===== config.mk =====
export PLATFORM = sky130hd
export DESIGN_NAME = pcm_connection_manager
export DESIGN_NICKNAME = d
export VERILOG_FILES = /design/src/rtl/pcm_pkg.sv /design/src/rtl/noise_if.sv /design/src/rtl/pcm_connection_manager.sv /design/src/rtl/pcm_noise_timer.sv
export SDC_FILE = /design/constraint.sdc
export NUM_CORES = 1
export LEC_CHECK = 0
export BUFFER_PORTS_ARGS = -buffer_cell sky130_fd_sc_hd__buf_4
export CORE_AREA = 2 2 166 168
export DETAILED_ROUTE_END_ITERATION = 7
export DIE_AREA = 0 0 168 170
export PLACE_DENSITY = 0.65
export SLEW_MARGIN = 10
export SYNTH_ARGS = -nofsm -noshare
export SYNTH_HDL_FRONTEND = slang
export SYNTH_SLANG_ARGS = --single-unit

===== constraint.sdc =====
create_clock -name clk_sys -period 3.66 [get_ports clk_sys]
set_clock_uncertainty 0.2 [all_clocks]
set_input_delay 0.366 -clock clk_sys [delete_from_list [all_inputs] [get_ports clk_sys]]
set_output_delay 0.366 -clock clk_sys [all_outputs]
set_load 0.01 [all_outputs]

===== src/rtl/pcm_pkg.sv =====
// shared constants and types of the physical connection manager
package pcm_pkg;
  // register byte offsets
  localparam logic [7:0] ADDR_CTRL_B     = 8'h00;
  localparam logic [7:0] ADDR_STATUS_B   = 8'h04;
  localparam logic [7:0] ADDR_EVENT      = 8'h08;
  localparam logic [7:0] ADDR_SIG_COUNT  = 8'h0C;
  localparam logic [7:0] ADDR_OUT_BITS   = 8'h10;
  localparam logic [7:0] ADDR_IN_BITS    = 8'h14;
  localparam logic [7:0] ADDR_MIN_BREAK  = 8'h18;
  localparam logic [7:0] ADDR_MIN_LS_TX  = 8'h1C;
  localparam logic [7:0] ADDR_LCT_LEN    = 8'h20;
  localparam logic [7:0] ADDR_NOISE_LIM  = 8'h24;
  // control_reg_b fields
  localparam int CMD_LO     = 0;
  localparam int JOIN_BIT   = 2;
  localparam int RESUME_BIT = 3;
  localparam int TRACE_BIT  = 4;
  localparam int MAINT_BIT  = 5;
  localparam int EXT_BIT    = 6;
  localparam logic [1:0] CMD_START = 2'h1;
  localparam logic [1:0] CMD_STOP  = 2'h3;
  // status_reg_b fields
  localparam int ST_STATE_LO  = 0;
  localparam int ST_CAUSE_LO  = 4;
  localparam int ST_LSF       = 8;
  localparam int ST_RCF       = 9;
  localparam int ST_TCF       = 10;
  localparam int ST_SIGNALING = 11;
  // event_reg bits
  localparam int EV_CODE    = 0;
  localparam int EV_BREAK   = 1;
  localparam int EV_ENABLED = 2;
  localparam int EV_W       = 3;
  // sizes and reset values
  localparam int MAX_BITS = 16;
  localparam int STD_BITS = 10;
  localparam int TMR_W    = 16;
  localparam logic [15:0] MIN_BREAK_RST = 16'h0100;
  localparam logic [15:0] MIN_LS_TX_RST = 16'h0040;
  localparam logic [15:0] LCT_LEN_RST   = 16'h1000;
  localparam logic [15:0] NOISE_LIM_RST = 16'h0800;
  localparam logic [1:0]  RESP_OKAY     = 2'h0;
  localparam logic [1:0]  RESP_SLVERR   = 2'h2;

  typedef enum logic [2:0] {LS_QUIET, LS_HALT, LS_MASTER, LS_IDLE, LS_ACTIVE, LS_NOISE} line_state_t;
  typedef enum logic [3:0] {S_OFF, S_BREAK, S_TRACE, S_CONNECT, S_NEXT, S_SIGNAL, S_JOIN, S_VERIFY,
                            S_ACTIVE, S_MAINT} pcm_state_t;
  typedef enum logic [2:0] {BC_NONE, BC_START, BC_QUIET, BC_NOISE} break_cause_t;
endpackage


===== src/rtl/noise_if.sv =====
// link between the connection manager and its noise timer
`timescale 1ns/100ps
`default_nettype none
interface noise_if;
  logic [15:0] limit;
  logic        idleNow;
  logic        countEn;
  logic        expired;
  modport owner (output limit, idleNow, countEn, input expired);
  modport timer (input limit, idleNow, countEn, output expired);
endinterface
`default_nettype wire


===== src/rtl/pcm_connection_manager.sv =====
// physical connection manager with its AXI4-Lite register slave
// How it works
// - start code begins the connection machine, stop code returns it to OFF
// - status register B shows the current connection state
// - line state, receive code and transmit code flags are readable status
// - enabled event set only in ACTIVE after scrubbing completes
// - BREAK, CONNECT, NEXT, then NEXT and SIGNAL alternate once per bit
// - Master line state sends zero, Halt line state sends one
// - each received bit is collected into the incoming bits register
// - after the last bit, set done event and stay in NEXT
// - after a break not caused by start, wait for a new start
// - every break entry raises break event and records its cause
// - up to 16 bits per sequence, first 10 are standard
// - confidence test ends on duration, Halt or Master, then done event
// - reloading count and bits signals again and sets done again
// - join command in NEXT moves the machine to JOIN
// - join ignored outside NEXT or while signalling is in progress
// - join during confidence test aborts the test and joins
// - noise timer loads limit when leaving idle, counts until idle
// - noise expiry in ACTIVE breaks the link unless trace is set, ignored elsewhere
// - in ACTIVE noise counting waits for the line state flag
// - trace command with noise expiry in one cycle goes to BREAK; the trace bit only acts from the next cycle
// - reset or stop enters OFF; start or maintenance bit leaves it
`timescale 1ns/100ps
`default_nettype none
module pcm_connection_manager
  import pcm_pkg::*;
(
  // clock and reset
  input  wire logic        clk_sys,
  input  wire logic        rst,
  input  wire logic        clkEn,
  // AXI4-Lite slave
  input  wire logic [7:0]  s_axi_awaddr,
  input  wire logic        s_axi_awvalid,
  output logic             s_axi_awready,
  input  wire logic [31:0] s_axi_wdata,
  input  wire logic [3:0]  s_axi_wstrb,
  input  wire logic        s_axi_wvalid,
  output logic             s_axi_wready,
  output logic [1:0]       s_axi_bresp,
  output logic             s_axi_bvalid,
  input  wire logic        s_axi_bready,
  input  wire logic [7:0]  s_axi_araddr,
  input  wire logic        s_axi_arvalid,
  output logic             s_axi_arready,
  output logic [31:0]      s_axi_rdata,
  output logic [1:0]       s_axi_rresp,
  output logic             s_axi_rvalid,
  input  wire logic        s_axi_rready,
  // line side
  input  wire line_state_t rxLineState,
  input  wire logic        lineStateFlag,
  output line_state_t      txLineState,
  // insertion side
  input  wire logic        scrubDone,
  output logic             scJoin
);
  typedef struct packed {
    pcm_state_t    state;
    break_cause_t  cause;
    line_state_t   tx;
    logic [1:0]    cmd;
    logic          trace;
    logic          maint;
    logic          extTest;
    logic [3:0]    sigCount;
    logic [15:0]   outBits;
    logic [15:0]   inBits;
    logic [15:0]   minBreak;
    logic [15:0]   minLsTx;
    logic [15:0]   lctLen;
    logic [15:0]   noiseLimit;
    logic [EV_W-1:0] events;
    logic          armed;
    logic          vecLoaded;
    logic          signaling;
    logic          lctRun;
    logic          receive_code_flag;
    logic          transmit_code_flag;
    logic [3:0]    bitIdx;
    logic [TMR_W-1:0] tmr;
    logic          haveAw;
    logic [7:0]    awAddr;
    logic          haveW;
    logic [31:0]   wData;
    logic [3:0]    wStrb;
    logic          bvalid;
    logic [1:0]    bresp;
    logic          rvalid;
    logic [1:0]    rresp;
    logic [31:0]   rdata;
  } pcm_regs_t;

  pcm_regs_t        st;
  pcm_regs_t        next_st;
  pcm_state_t       next_state;
  break_cause_t     brkCause;
  logic             brk;
  logic             wrStart;
  logic             wrStop;
  logic             wrJoin;
  logic             wrResume;
  logic             sigDone;
  logic [EV_W-1:0]  evSet;
  logic [EV_W-1:0]  evClr;
  noise_if          nt ();

  function automatic logic [15:0] merge16(input logic [15:0] old, input logic [31:0] d, input logic [3:0] s);
    merge16 = {s[1] ? d[15:8] : old[15:8], s[0] ? d[7:0] : old[7:0]};
  endfunction

  function automatic line_state_t txFor(input pcm_state_t s, input logic b);
    case (s)
      S_CONNECT, S_JOIN:           txFor = LS_HALT;
      S_SIGNAL:                    txFor = b ? LS_HALT : LS_MASTER;
      S_VERIFY, S_TRACE:           txFor = LS_MASTER;
      S_NEXT, S_ACTIVE, S_MAINT:   txFor = LS_IDLE;
      default:                     txFor = LS_QUIET;
    endcase
  endfunction

  pcm_noise_timer u_noise (
    .clk_sys (clk_sys),
    .rst     (rst),
    .clkEn   (clkEn),
    .nt      (nt)
  );

  assign nt.limit   = st.noiseLimit;
  // held idle outside ACTIVE: an expiry left over from JOIN or VERIFY must not break the link on entry
  assign nt.idleNow = (rxLineState == LS_IDLE) || (st.state != S_ACTIVE);
  // outside ACTIVE the expiry is never looked at, so gating only matters there
  assign nt.countEn = (st.state != S_ACTIVE) || lineStateFlag;

  always_comb begin
    next_st  = st;
    wrStart  = 1'b0;
    wrStop   = 1'b0;
    wrJoin   = 1'b0;
    wrResume = 1'b0;
    sigDone  = 1'b0;
    brk      = 1'b0;
    brkCause = BC_NONE;
    evSet    = '0;
    evClr    = '0;
    // write address and data may arrive in either order
    if (s_axi_awvalid && s_axi_awready) begin
      next_st.haveAw = 1'b1;
      next_st.awAddr = s_axi_awaddr;
    end
    if (s_axi_wvalid && s_axi_wready) begin
      next_st.haveW = 1'b1;
      next_st.wData = s_axi_wdata;
      next_st.wStrb = s_axi_wstrb;
    end
    if (st.bvalid && s_axi_bready) begin
      next_st.bvalid = 1'b0;
    end
    if (st.haveAw && st.haveW) begin
      next_st.haveAw = 1'b0;
      next_st.haveW  = 1'b0;
      next_st.bvalid = 1'b1;
      next_st.bresp  = RESP_OKAY;
      case (st.awAddr)
        ADDR_CTRL_B: begin
          if (st.wStrb[0]) begin
            next_st.cmd     = st.wData[CMD_LO +: 2];
            next_st.trace   = st.wData[TRACE_BIT];
            next_st.maint   = st.wData[MAINT_BIT];
            next_st.extTest = st.wData[EXT_BIT];
            wrStart  = (st.wData[CMD_LO +: 2] == CMD_START);
            wrStop   = (st.wData[CMD_LO +: 2] == CMD_STOP);
            wrJoin   = st.wData[JOIN_BIT];
            wrResume = st.wData[RESUME_BIT];
          end
        end
        ADDR_EVENT:     evClr = st.wStrb[0] ? st.wData[EV_W-1:0] : '0;
        ADDR_SIG_COUNT: next_st.sigCount = st.wStrb[0] ? st.wData[3:0] : st.sigCount;
        ADDR_OUT_BITS: begin
          // loading the pattern arms a fresh signalling run from bit zero
          next_st.outBits   = merge16(st.outBits, st.wData, st.wStrb);
          next_st.vecLoaded = 1'b1;
          next_st.signaling = 1'b1;
          next_st.bitIdx    = '0;
          next_st.receive_code_flag       = 1'b0;
          next_st.transmit_code_flag       = 1'b0;
        end
        ADDR_MIN_BREAK: next_st.minBreak   = merge16(st.minBreak, st.wData, st.wStrb);
        ADDR_MIN_LS_TX: next_st.minLsTx    = merge16(st.minLsTx, st.wData, st.wStrb);
        ADDR_LCT_LEN:   next_st.lctLen     = merge16(st.lctLen, st.wData, st.wStrb);
        ADDR_NOISE_LIM: next_st.noiseLimit = merge16(st.noiseLimit, st.wData, st.wStrb);
        ADDR_STATUS_B, ADDR_IN_BITS: ;
        default:        next_st.bresp = RESP_SLVERR;
      endcase
    end
    // read side
    if (st.rvalid && s_axi_rready) begin
      next_st.rvalid = 1'b0;
    end
    if (s_axi_arvalid && s_axi_arready) begin
      next_st.rvalid = 1'b1;
      next_st.rresp  = RESP_OKAY;
      next_st.rdata  = '0;
      case (s_axi_araddr)
        ADDR_CTRL_B: begin
          next_st.rdata[CMD_LO +: 2] = st.cmd;
          next_st.rdata[TRACE_BIT]   = st.trace;
          next_st.rdata[MAINT_BIT]   = st.maint;
          next_st.rdata[EXT_BIT]     = st.extTest;
        end
        ADDR_STATUS_B: begin
          next_st.rdata[ST_STATE_LO +: 4] = st.state;
          next_st.rdata[ST_CAUSE_LO +: 3] = st.cause;
          next_st.rdata[ST_LSF]           = lineStateFlag;
          next_st.rdata[ST_RCF]           = st.receive_code_flag;
          next_st.rdata[ST_TCF]           = st.transmit_code_flag;
          next_st.rdata[ST_SIGNALING]     = st.signaling;
        end
        ADDR_EVENT:     next_st.rdata[EV_W-1:0] = st.events;
        ADDR_SIG_COUNT: next_st.rdata[3:0]  = st.sigCount;
        ADDR_OUT_BITS:  next_st.rdata[15:0] = st.outBits;
        ADDR_IN_BITS:   next_st.rdata[15:0] = st.inBits;
        ADDR_MIN_BREAK: next_st.rdata[15:0] = st.minBreak;
        ADDR_MIN_LS_TX: next_st.rdata[15:0] = st.minLsTx;
        ADDR_LCT_LEN:   next_st.rdata[15:0] = st.lctLen;
        ADDR_NOISE_LIM: next_st.rdata[15:0] = st.noiseLimit;
        default:        next_st.rresp = RESP_SLVERR;
      endcase
    end
    // connection machine
    next_state = st.state;
    if (wrStop) begin
      next_state        = S_OFF;
      next_st.armed     = 1'b0;
      next_st.signaling = 1'b0;
      next_st.lctRun    = 1'b0;
    end else if (wrStart && st.state != S_MAINT) begin
      brk           = 1'b1;
      brkCause      = BC_START;
      next_st.armed = 1'b1;
    end else if (rxLineState == LS_QUIET && st.state inside {S_CONNECT, S_NEXT, S_SIGNAL, S_JOIN, S_VERIFY,
                                                             S_ACTIVE, S_TRACE}) begin
      brk      = 1'b1;
      brkCause = BC_QUIET;
    end else begin
      case (st.state)
        S_OFF:     if (st.maint) next_state = S_MAINT;
        // without a fresh start the machine never moves on from BREAK to CONNECT
        S_BREAK:   if (st.armed && st.vecLoaded && st.tmr >= st.minBreak) next_state = S_CONNECT;
        S_CONNECT: if (rxLineState == LS_HALT && st.tmr >= st.minLsTx) next_state = S_NEXT;
        S_NEXT: begin
          if (wrJoin && !st.signaling) begin
            next_state     = S_JOIN;
            next_st.lctRun = 1'b0;
          end else if (st.signaling && st.tmr >= st.minLsTx) begin
            next_state  = S_SIGNAL;
            next_st.transmit_code_flag = 1'b1;
          end else if (st.lctRun && ((!st.extTest && st.tmr >= st.lctLen) || wrResume ||
                                     rxLineState inside {LS_HALT, LS_MASTER})) begin
            next_st.lctRun = 1'b0;
            evSet[EV_CODE] = 1'b1;
          end else if (wrResume && !st.signaling && !st.lctRun) begin
            next_st.lctRun = 1'b1;
            next_st.tmr    = '0;
          end
        end
        S_SIGNAL: begin
          if (st.tmr >= st.minLsTx) begin
            sigDone                    = 1'b1;
            next_state                 = S_NEXT;
            next_st.receive_code_flag                = 1'b1;
            next_st.inBits[st.bitIdx]  = (rxLineState == LS_HALT);
            if (st.bitIdx == st.sigCount) begin
              next_st.signaling = 1'b0;
              next_st.vecLoaded = 1'b0;
              evSet[EV_CODE]    = 1'b1;
            end else begin
              next_st.bitIdx = st.bitIdx + 4'h1;
            end
          end
        end
        S_JOIN:    if (rxLineState == LS_HALT && st.tmr >= st.minLsTx) next_state = S_VERIFY;
        S_VERIFY:  if (st.tmr >= st.minLsTx) next_state = S_ACTIVE;
        S_ACTIVE: begin
          if (nt.expired) begin
            if (st.trace) begin
              next_state = S_TRACE;
            end else begin
              brk      = 1'b1;
              brkCause = BC_NOISE;
            end
          end else if (st.trace) begin
            next_state = S_TRACE;
          end
          if (scrubDone) evSet[EV_ENABLED] = 1'b1;
        end
        S_TRACE, S_MAINT: ;
        default:   next_state = S_OFF;
      endcase
    end
    if (brk) begin
      next_state        = S_BREAK;
      next_st.cause     = brkCause;
      evSet[EV_BREAK]   = 1'b1;
      next_st.vecLoaded = 1'b0;
      next_st.signaling = 1'b0;
      next_st.lctRun    = 1'b0;
      if (brkCause != BC_START) next_st.armed = 1'b0;
    end
    // timers count cycles and restart on every state change
    if (next_state != st.state) begin
      next_st.tmr = '0;
    end else if (!(wrResume && next_st.lctRun && !st.lctRun) && st.tmr != '1) begin
      next_st.tmr = st.tmr + 16'h0001;
    end
    next_st.state  = next_state;
    // a hardware set wins over a same-cycle software clear
    next_st.events = (st.events & ~evClr) | evSet;
    next_st.tx     = txFor(next_state, next_st.outBits[next_st.bitIdx]);
  end

  always_ff @(posedge clk_sys) begin
    if (rst) begin
      st            <= '0;
      st.minBreak   <= MIN_BREAK_RST;
      st.minLsTx    <= MIN_LS_TX_RST;
      st.lctLen     <= LCT_LEN_RST;
      st.noiseLimit <= NOISE_LIM_RST;
    end else if (clkEn) begin
      st <= next_st;
    end
  end

  assign s_axi_awready = !st.haveAw && !st.bvalid;
  assign s_axi_wready  = !st.haveW && !st.bvalid;
  assign s_axi_bvalid  = st.bvalid;
  assign s_axi_bresp   = st.bresp;
  assign s_axi_arready = !st.rvalid;
  assign s_axi_rvalid  = st.rvalid;
  assign s_axi_rdata   = st.rdata;
  assign s_axi_rresp   = st.rresp;
  assign txLineState   = st.tx;
  assign scJoin        = (st.state == S_ACTIVE);

  AST_STOP_OFF: assert property (@(posedge clk_sys) disable iff (rst)
    clkEn && wrStop |=> st.state == S_OFF) else $error("stop did not reach OFF");
  AST_STATUS_STATE: assert property (@(posedge clk_sys) disable iff (rst)
    clkEn && s_axi_arvalid && s_axi_arready && s_axi_araddr == ADDR_STATUS_B
    |=> s_axi_rvalid && s_axi_rdata[3:0] == $past(st.state)) else $error("status read shows wrong state");
  AST_TX_BIT: assert property (@(posedge clk_sys) disable iff (rst)
    st.state == S_SIGNAL |-> txLineState == (st.outBits[st.bitIdx] ? LS_HALT : LS_MASTER))
    else $error("signal bit sent with wrong line state");
  AST_CAPTURE: assert property (@(posedge clk_sys) disable iff (rst)
    clkEn && sigDone && !wrStart && !wrStop && rxLineState != LS_QUIET
    |=> st.inBits[$past(st.bitIdx)] == $past(rxLineState == LS_HALT)) else $error("received bit not stored");
  AST_DONE_NEXT: assert property (@(posedge clk_sys) disable iff (rst)
    $fell(st.signaling) && st.state == S_NEXT |-> st.events[EV_CODE]) else $error("done event missing");
  AST_BREAK_EVENT: assert property (@(posedge clk_sys) disable iff (rst)
    $changed(st.state) && st.state == S_BREAK |-> st.events[EV_BREAK] && st.cause != BC_NONE)
    else $error("break entry without event");
  AST_NO_RESUME: assert property (@(posedge clk_sys) disable iff (rst)
    st.state == S_BREAK && !st.armed && !wrStart |=> st.state inside {S_BREAK, S_OFF})
    else $error("left break without start");
  AST_JOIN_IGNORED: assert property (@(posedge clk_sys) disable iff (rst)
    wrJoin && st.state != S_JOIN && (st.state != S_NEXT || st.signaling) |=> st.state != S_JOIN)
    else $error("join taken when it must be ignored");
  AST_NOISE_BREAK: assert property (@(posedge clk_sys) disable iff (rst)
    clkEn && st.state == S_ACTIVE && nt.expired && !wrStop && !wrStart && rxLineState != LS_QUIET
    |=> st.state == ($past(st.trace) ? S_TRACE : S_BREAK)) else $error("noise expiry mishandled");
  AST_ENABLED_ACTIVE: assert property (@(posedge clk_sys) disable iff (rst)
    $rose(st.events[EV_ENABLED]) |-> $past(st.state) == S_ACTIVE) else $error("enabled outside active");

  COV_ACTIVE: cover property (@(posedge clk_sys) disable iff (rst) st.state == S_ACTIVE);
  COV_SIG_DONE: cover property (@(posedge clk_sys) disable iff (rst) $fell(st.signaling) && st.state == S_NEXT);
  COV_LCT_END: cover property (@(posedge clk_sys) disable iff (rst) $fell(st.lctRun) && st.state == S_NEXT);
  COV_NOISE_BREAK: cover property (@(posedge clk_sys) disable iff (rst) st.cause == BC_NOISE);
endmodule // pcm_connection_manager
`default_nettype wire


===== src/rtl/pcm_noise_timer.sv =====
// noise timer: times the gap between idle line states
`timescale 1ns/100ps
`default_nettype none
module pcm_noise_timer
  import pcm_pkg::*;
(
  // clock and reset
  input  wire logic clk_sys,
  input  wire logic rst,
  input  wire logic clkEn,
  // owner side
  noise_if.timer    nt
);
  typedef struct packed {
    logic              prevIdle;
    logic              running;
    logic              expired;
    logic [TMR_W-1:0]  count;
  } nt_state_t;

  nt_state_t st;
  nt_state_t next_st;

  always_comb begin
    next_st = st;
    next_st.prevIdle = nt.idleNow;
    if (nt.idleNow) begin
      next_st.running = 1'b0;
      next_st.expired = 1'b0;
    end else if (st.prevIdle) begin
      next_st.count   = nt.limit;
      next_st.running = 1'b1;
      next_st.expired = 1'b0;
    end else if (st.running && nt.countEn) begin
      if (st.count == '0) begin
        next_st.expired = 1'b1;
      end else begin
        next_st.count = st.count - 16'h0001;
      end
    end
  end

  always_ff @(posedge clk_sys) begin
    if (rst) begin
      st <= '0;
    end else if (clkEn) begin
      st <= next_st;
    end
  end

  assign nt.expired = st.expired;
endmodule // pcm_noise_timer
`default_nettype wire


==> reports/qor.csv, run 1 <==
metric;value;unit
gr-total-overflow;0;
synth_top_area_frac;0.3504;
io_pins;110;
post-route-period-util;0.9845;
place.port_buffers;72;
clock_latency;0.53;ns
cp_max_fo;20;
critPathRequiredTime;3.90;ns
multi_input_area;7108;µm²
path_cells;inv_1 -> ha_1 -> nand2b_4 -> a2111oi_4 -> o21ai_2 -> a2111o_2 -> mux2i_1 -> a311oi_2 -> buf_4 -> o21a_1 -> a21oi_4 -> buf_12 -> a31oi_1 -> nor3_1;
synth-edff-count;0;
syn_to_final_growth;21.97;%
groute.layer.met3.usage;0.05093;
synthFlopType;dfxtp_1;
worstMarginPinSlew;1.015;ns
grt_max_degree;86;
syn_area;11940;µm²
met2_usage;0.4642;
die_h;170;µm
endpoint_kind;flip-flop;
grt_pass1_wl;63720;µm
avgSynthCellArea;7.684;µm²
drt_iter0_markers;1391;
max_clock_freq;277.5;MHz
ctsRootBufferMaster;clkbuf_16;
yosysUniqueCellTypes;77;
min_period;3.603;ns
ant_nets;0;
stdcell_area;14570;µm²
final_nets;1797;
wire_per_inst;20.65;µm
status;finished clean;
netlist_instances;1554;
finalSetupViolCount;0;
synthArstFlopShare;0;
routed_via_density;5.982;
ys_top_cells_by_area;dfxtp_1 35%, nand2_1 7.2%, a21oi_1 6.0%;
hold_class;input port to flip-flop;
drv_slew;0;
grt_pass1_vias;11106;
slowest_delay;0.62;ns
num_vias;12185;
ys_ff_latch;209;
globalplace.congestion;1.013;
synth.most_common_cell;nand2_1;
first_pass_iters;6;
relSlewSlack;0.3179;
grt_usage;0.2855;
slowest_stage;a2111o_2;
dpl-instance-area;13130;µm²
wirelength;42060;µm
die_area;28560;µm²
cts_tree;built;
synth_common_cells;230 x nand2_1, 209 x dfxtp_1, 163 x nor2_1;
rsz0062_at_grt;yes;
irDropWorstVdd;0.2181;mV
fillers;2517;
drive_above_1_share;0.1645;
row_count;60;
antenna_cells;0;
die_x;168;µm
grt_most_used_layer;met2;
cts_buffer_depth;3;
clkTransAtPathRegs;0.06;ns
core;26650;µm²
critPathKind;flip-flop to flip-flop;
cts_buffers;24;
hpwl;30610;µm
h-tree-depth;1;
powerDensity;371.0;nW/µm²
route.detailed.drc;0;
p_leak;0.005623;µW
ys_warn_count;0;
maxCapViolations;0;
start_util;0.4481;
cp_data_arrival_time;3.84;ns
met1_usage;0.3748;
startpoint_type;flip-flop;
whs;0.01935;ns
synth_area_leader_cell;dfxtp_1;
yosysSeqAreaShare;0.3504;
antenna_found_initial;0;
seq_area;4187;µm²
cts.sinks;209;
hold_viol;0;
==> report_power, final <==
group / internal, µW / switching, µW / leakage (µW) / total, µW
clock network: 1630 / 1000 / 0.000431 / 2630
logic: 169 / 244 / 0.00350 / 413
registers: 2310 / 48.3 / 0.00169 / 2360
total: 4110 / 1300 / 0.00562 / 5400
==> cell type report <==
class,count,share of cell area
multi-input combinational,1161,0.4880
sequential,209,0.2874
timing repair buffer,213,0.1180
clock buffer,34,0.04871
tap,341,0.02929
inverter,69,0.01778
clock inverter,10,0.01074
==> critical path: cells and delay by family, from the launching register on <==
kind / cells / cell delay, ns
AOI/OAI and AO/OA: 7 / 1.70
adders and majority gates: 1 / 0.28
buffers and inverters: 3 / 0.41
DFF: 1 / 0.33
muxes: 1 / 0.25
and+or+nand+nor: 2 / 0.33
==> path summary, 6_finish.rpt <==
kind	cells after the start	from	endpoint	slack, ns
min	2	rst	s_axi_rdata[0]	0.02
max	14	st[84]	st[98]	0.06
min reg2reg	2	st[174]	st[174]	0.25
max reg2reg	14	st[84]	st[98]	0.06
==> cells in the final DEF, fill, tap and decap left out, types with 6 or more instances in the layout <==
cell type      instances
nand2_1              227
dfxtp_1              207
buf_4                175
nor2_1               163
a21oi_1              140
inv_1                 67
mux2i_1               63
nand3_1               59
o21ai_0               56
ha_1                  54
nor3_1                31
dlygate4sd3_1         29
nand4_1               25
clkbuf_16             25
or3_1                 24
and3_1                22
a31oi_1               22
o211ai_1              21
a22oi_1               20
a221oi_1              20
a21o_1                20
conb_1                19
a222oi_1              13
nor4_1                10
a211oi_1               9
nand2b_1               8
and2_1                 8
or3_4                  8
o21a_1                 6
==> registers in the layout (all words and copies together) (netlist names) <==
register,cells
st,152
s_axi_rvalid,1
u_noise.st,18
nt.limit,16
s_axi_rresp,1
s_axi_rdata,16
u_noise.nt.expired,1
txLineState,2
s_axi_bresp,1
s_axi_bvalid,1
==> stage by stage <==
| step | total power [µW] | worst slack (ns) | std cells | utilization | TNS (ns) |
|---|---|---|---|---|---|
| final | 5404 | 0.05686 | 2037 | 0.5465 | 0 |
| after global routing | 5564 | -0.05197 | 2037 | 0.5465 | -0.3593 |
| after CTS | 5418 | 0.003862 | 2028 | 0.5371 | 0 |
| after detailed placement | 2776 | -0.2489 | 1955 | 0.4926 | -3.477 |
| after global placement | 2772 | -0.2285 | 1955 | 0.4926 | -2.733 |
| after floorplan | 2623 | 0.08482 | 1572 | - | 0 |
==> repair_timing <==
action                                  4_1_cts  5_1_grt
gates resized for setup                      10       40
endpoints found under the setup margin       18       30
buffers inserted                              0        7
pin swaps                                     6       18
cloned                                        0        3
hold buffers                                 29        0
hold endpoints to repair                     29        0
==> cell families (layout without fill, tap and decap cells) <==
group,count (synthesis),count (layout),share of synthesized area
AOI/OAI and AO/OA,389,389,0.2113
buffers and inverters,202,326,0.07712
DFF,209,209,0.3504
xor gates and xnor gates,7,7,0.005134
other,1,19,0.0003140
adders and majority gates,54,54,0.05658
and+or+nand+nor,627,627,0.2444
muxes,65,65,0.05469
==> routing by layer <==
layer,share of wire,vias up,routed length [µm]
met2,0.45,517,19030
li1,-,5755,-
met3,0.088,113,3687
met5,0,-,0
met4,0.045,0,1884
met1,0.42,5800,17460
No activity file was read; power rests on OpenSTA's default activity.
==> inputs of run 2 (changes only) <==
- PLACE_DENSITY: 0.65 -> not set
- clock period: 3.66 -> 4.4 ns (I/O delays scaled with it)
==> run 2 against run 1 <==
Against the previous run:
- sequential share of layout area rose by 1.4 points
- flip-flop and latch count is the same
- die area unchanged
- non-clock buffer count fell by 62
- total power fell by 17%
- maximum frequency down 12%
- via count shrank 3.4%
- count of clock-buffer cells in the layout stayed put
- first-iteration DRC count is 3.7% lower
- critical path type unchanged
==> reports/qor.csv, run 2 (synthesized netlist as in run 1, its figures left out) <==
metric;value;unit
status;finished clean;
startpoint_type;flip-flop;
p_leak;0.005244;µW
layout_common_cells;230 x nand2_1, 209 x dfxtp_1, 163 x nor2_1;
max_flop_register;st;
row_count;60;
dp_cells;1903;
wire_per_inst;20.99;µm
cts.sinks;209;
crit-reg2reg-launch;st[84];
syn_to_final_growth;16.12;%
whs;0.02890;ns
worstMarginPinSlew;1.044;ns
slowest_delay;0.61;ns
hold_viol;0;
irDropWorstVdd;0.2007;mV
ant_nets;0;
hold_class;input port to flip-flop;
tns;0;ns
cp_data_arrival_time;4.36;ns
start_util;0.4481;
routed_via_density;5.956;
route.detailed.drc;0;
startpoint;st[84];
ctsRootBufferMaster;clkbuf_16;
endpoint_kind;flip-flop;
hpwl;30170;µm
critPathRequiredTime;4.66;ns
slowest_stage;a2111o_1;
min_period;4.108;ns
gr-total-overflow;0;
die_area;28560;µm²
final_nets;1736;
clkTransAtPathRegs;0.06;ns
h-tree-depth;1;
globalplace.congestion;0.9358;
relSlewSlack;0.2989;
grt_max_degree;77;
clock_latency;0.53;ns
cts_tree;built;
worst-path-buf-inv;3;
final_common_cell;nand2_1;
place.port_buffers;72;
reg_top3;st: 152 flops, u_noise.st: 18 flops;
antenna_cells;0;
maxCapViolations;0;
grt_usage;0.2844;
max_clock_freq;243.4;MHz
largest_reg_flops;152;
antenna_found_initial;0;
post-route-period-util;0.9336;
grt_pass1_vias;10681;
first_pass_iters;5;
die_h;170;µm
hold_start;s_axi_bready;
critPathKind;flip-flop to flip-flop;
cts_buffers;25;
drt_iter0_markers;1340;
finalSetupViolCount;0;
post_cts_buffers;0;
cpMostUsedCell;buf_4;
io_pins;110;
fin_cells;1976;
cp_top_family;compound AO/OA/AOI/OAI gates;
wirelength;41480;µm
drive_above_1_share;0.1162;
cp_max_fo;20;
grt_pass1_wl;62910;µm
die_x;168;µm
core;26650;µm²
cts_buffer_depth;3;
powerDensity;323.9;nW/µm²
total_power;4491;µW
path_cells;inv_1 -> ha_1 -> nand2b_1 -> a2111oi_0 -> o21ai_0 -> a2111o_1 -> buf_4 -> a21oi_1 -> a211oi_1 -> mux2i_1 -> a211oi_2 -> buf_4 -> nand4_1 -> a31oi_1;
num_vias;11770;
drv_slew;0;
rsz0062_at_grt;no;
[run 2: cell types whose count changed in the layout (fill, tap and decap cells not counted), sizes merged]
| cell | previous run | this run |
|---|---|---|
| dlygate4sd3 | 29 | 28 |
| buf | 184 | 123 |
| clkinvlp | 0 | 2 |
| inv | 68 | 67 |
[run 2: worst register-to-register path, stage by stage (launching register included)]
cell,delay [ns]
dfxtp_1,0.33
inv_1,0.10
ha_1,0.30
nand2b_1,0.14
a2111oi_0,0.38
o21ai_0,0.29
a2111o_1,0.61
buf_4,0.21
a21oi_1,0.13
a211oi_1,0.10
mux2i_1,0.17
a211oi_2,0.43
buf_4,0.33
nand4_1,0.13
a31oi_1,0.18
[run 2: routing by layer]
| metal | up-vias | wire (µm) | GRT usage |
|---|---|---|---|
| met3 | 94 | 3425 | 0.03977 |
| met4 | 0 | 1574 | 0.1115 |
| met2 | 461 | 18660 | 0.4581 |
| li1 | 5635 | - | - |
| met1 | 5580 | 17820 | 0.3861 |
| met5 | - | 0 | 0 |
[run 2: what timing repair did]
action,in CTS,in global routing
hold endpoints to repair,28,0
endpoints found under the setup margin,0,3
hold buffers,28,0
resized for setup,0,1
[run 2: area by class of cell]
| cell class | instances | area [µm²] |
|---|---|---|
| flip-flops and latches | 209 | 4184 |
| inverters | 69 | 259.0 |
| clock buffers | 34 | 709.4 |
| well taps | 341 | 426.7 |
| multi-input cells | 1161 | 6920 |
| fillers | 2578 | 12780 |
| repair buffers | 151 | 1207 |
| clock inverters | 11 | 160.2 |
[run 2: through the flow]
stage | cell area, µm² | utilization | worst slack, ns
after global routing | 13870 | 0.5203 | 0.06179
after detailed placement | 12710 | 0.4770 | 0.3531
after floorplan | 12010 | - | 0.8248
after global placement | 12710 | 0.4770 | 0.4079
after CTS | 13860 | 0.5202 | 0.3179
final | 13870 | 0.5203 | 0.2924
[run 2: where the power goes]
part           internal, µW  switching (µW)  leakage, µW
Clock                  1360             853     0.000425
Combinational           123             184      0.00313
Sequential             1920            54.7      0.00169
Total                  3400            1090      0.00524
[run 2: final timing paths]
check / to / cells after the start / slack, ns
worst max-delay path: st[90] / 14 / 0.29
worst min-delay path: s_axi_bvalid / 4 / 0.03
worst max register to register: st[90] / 14 / 0.29
worst min register to register: st[172] / 2 / 0.25
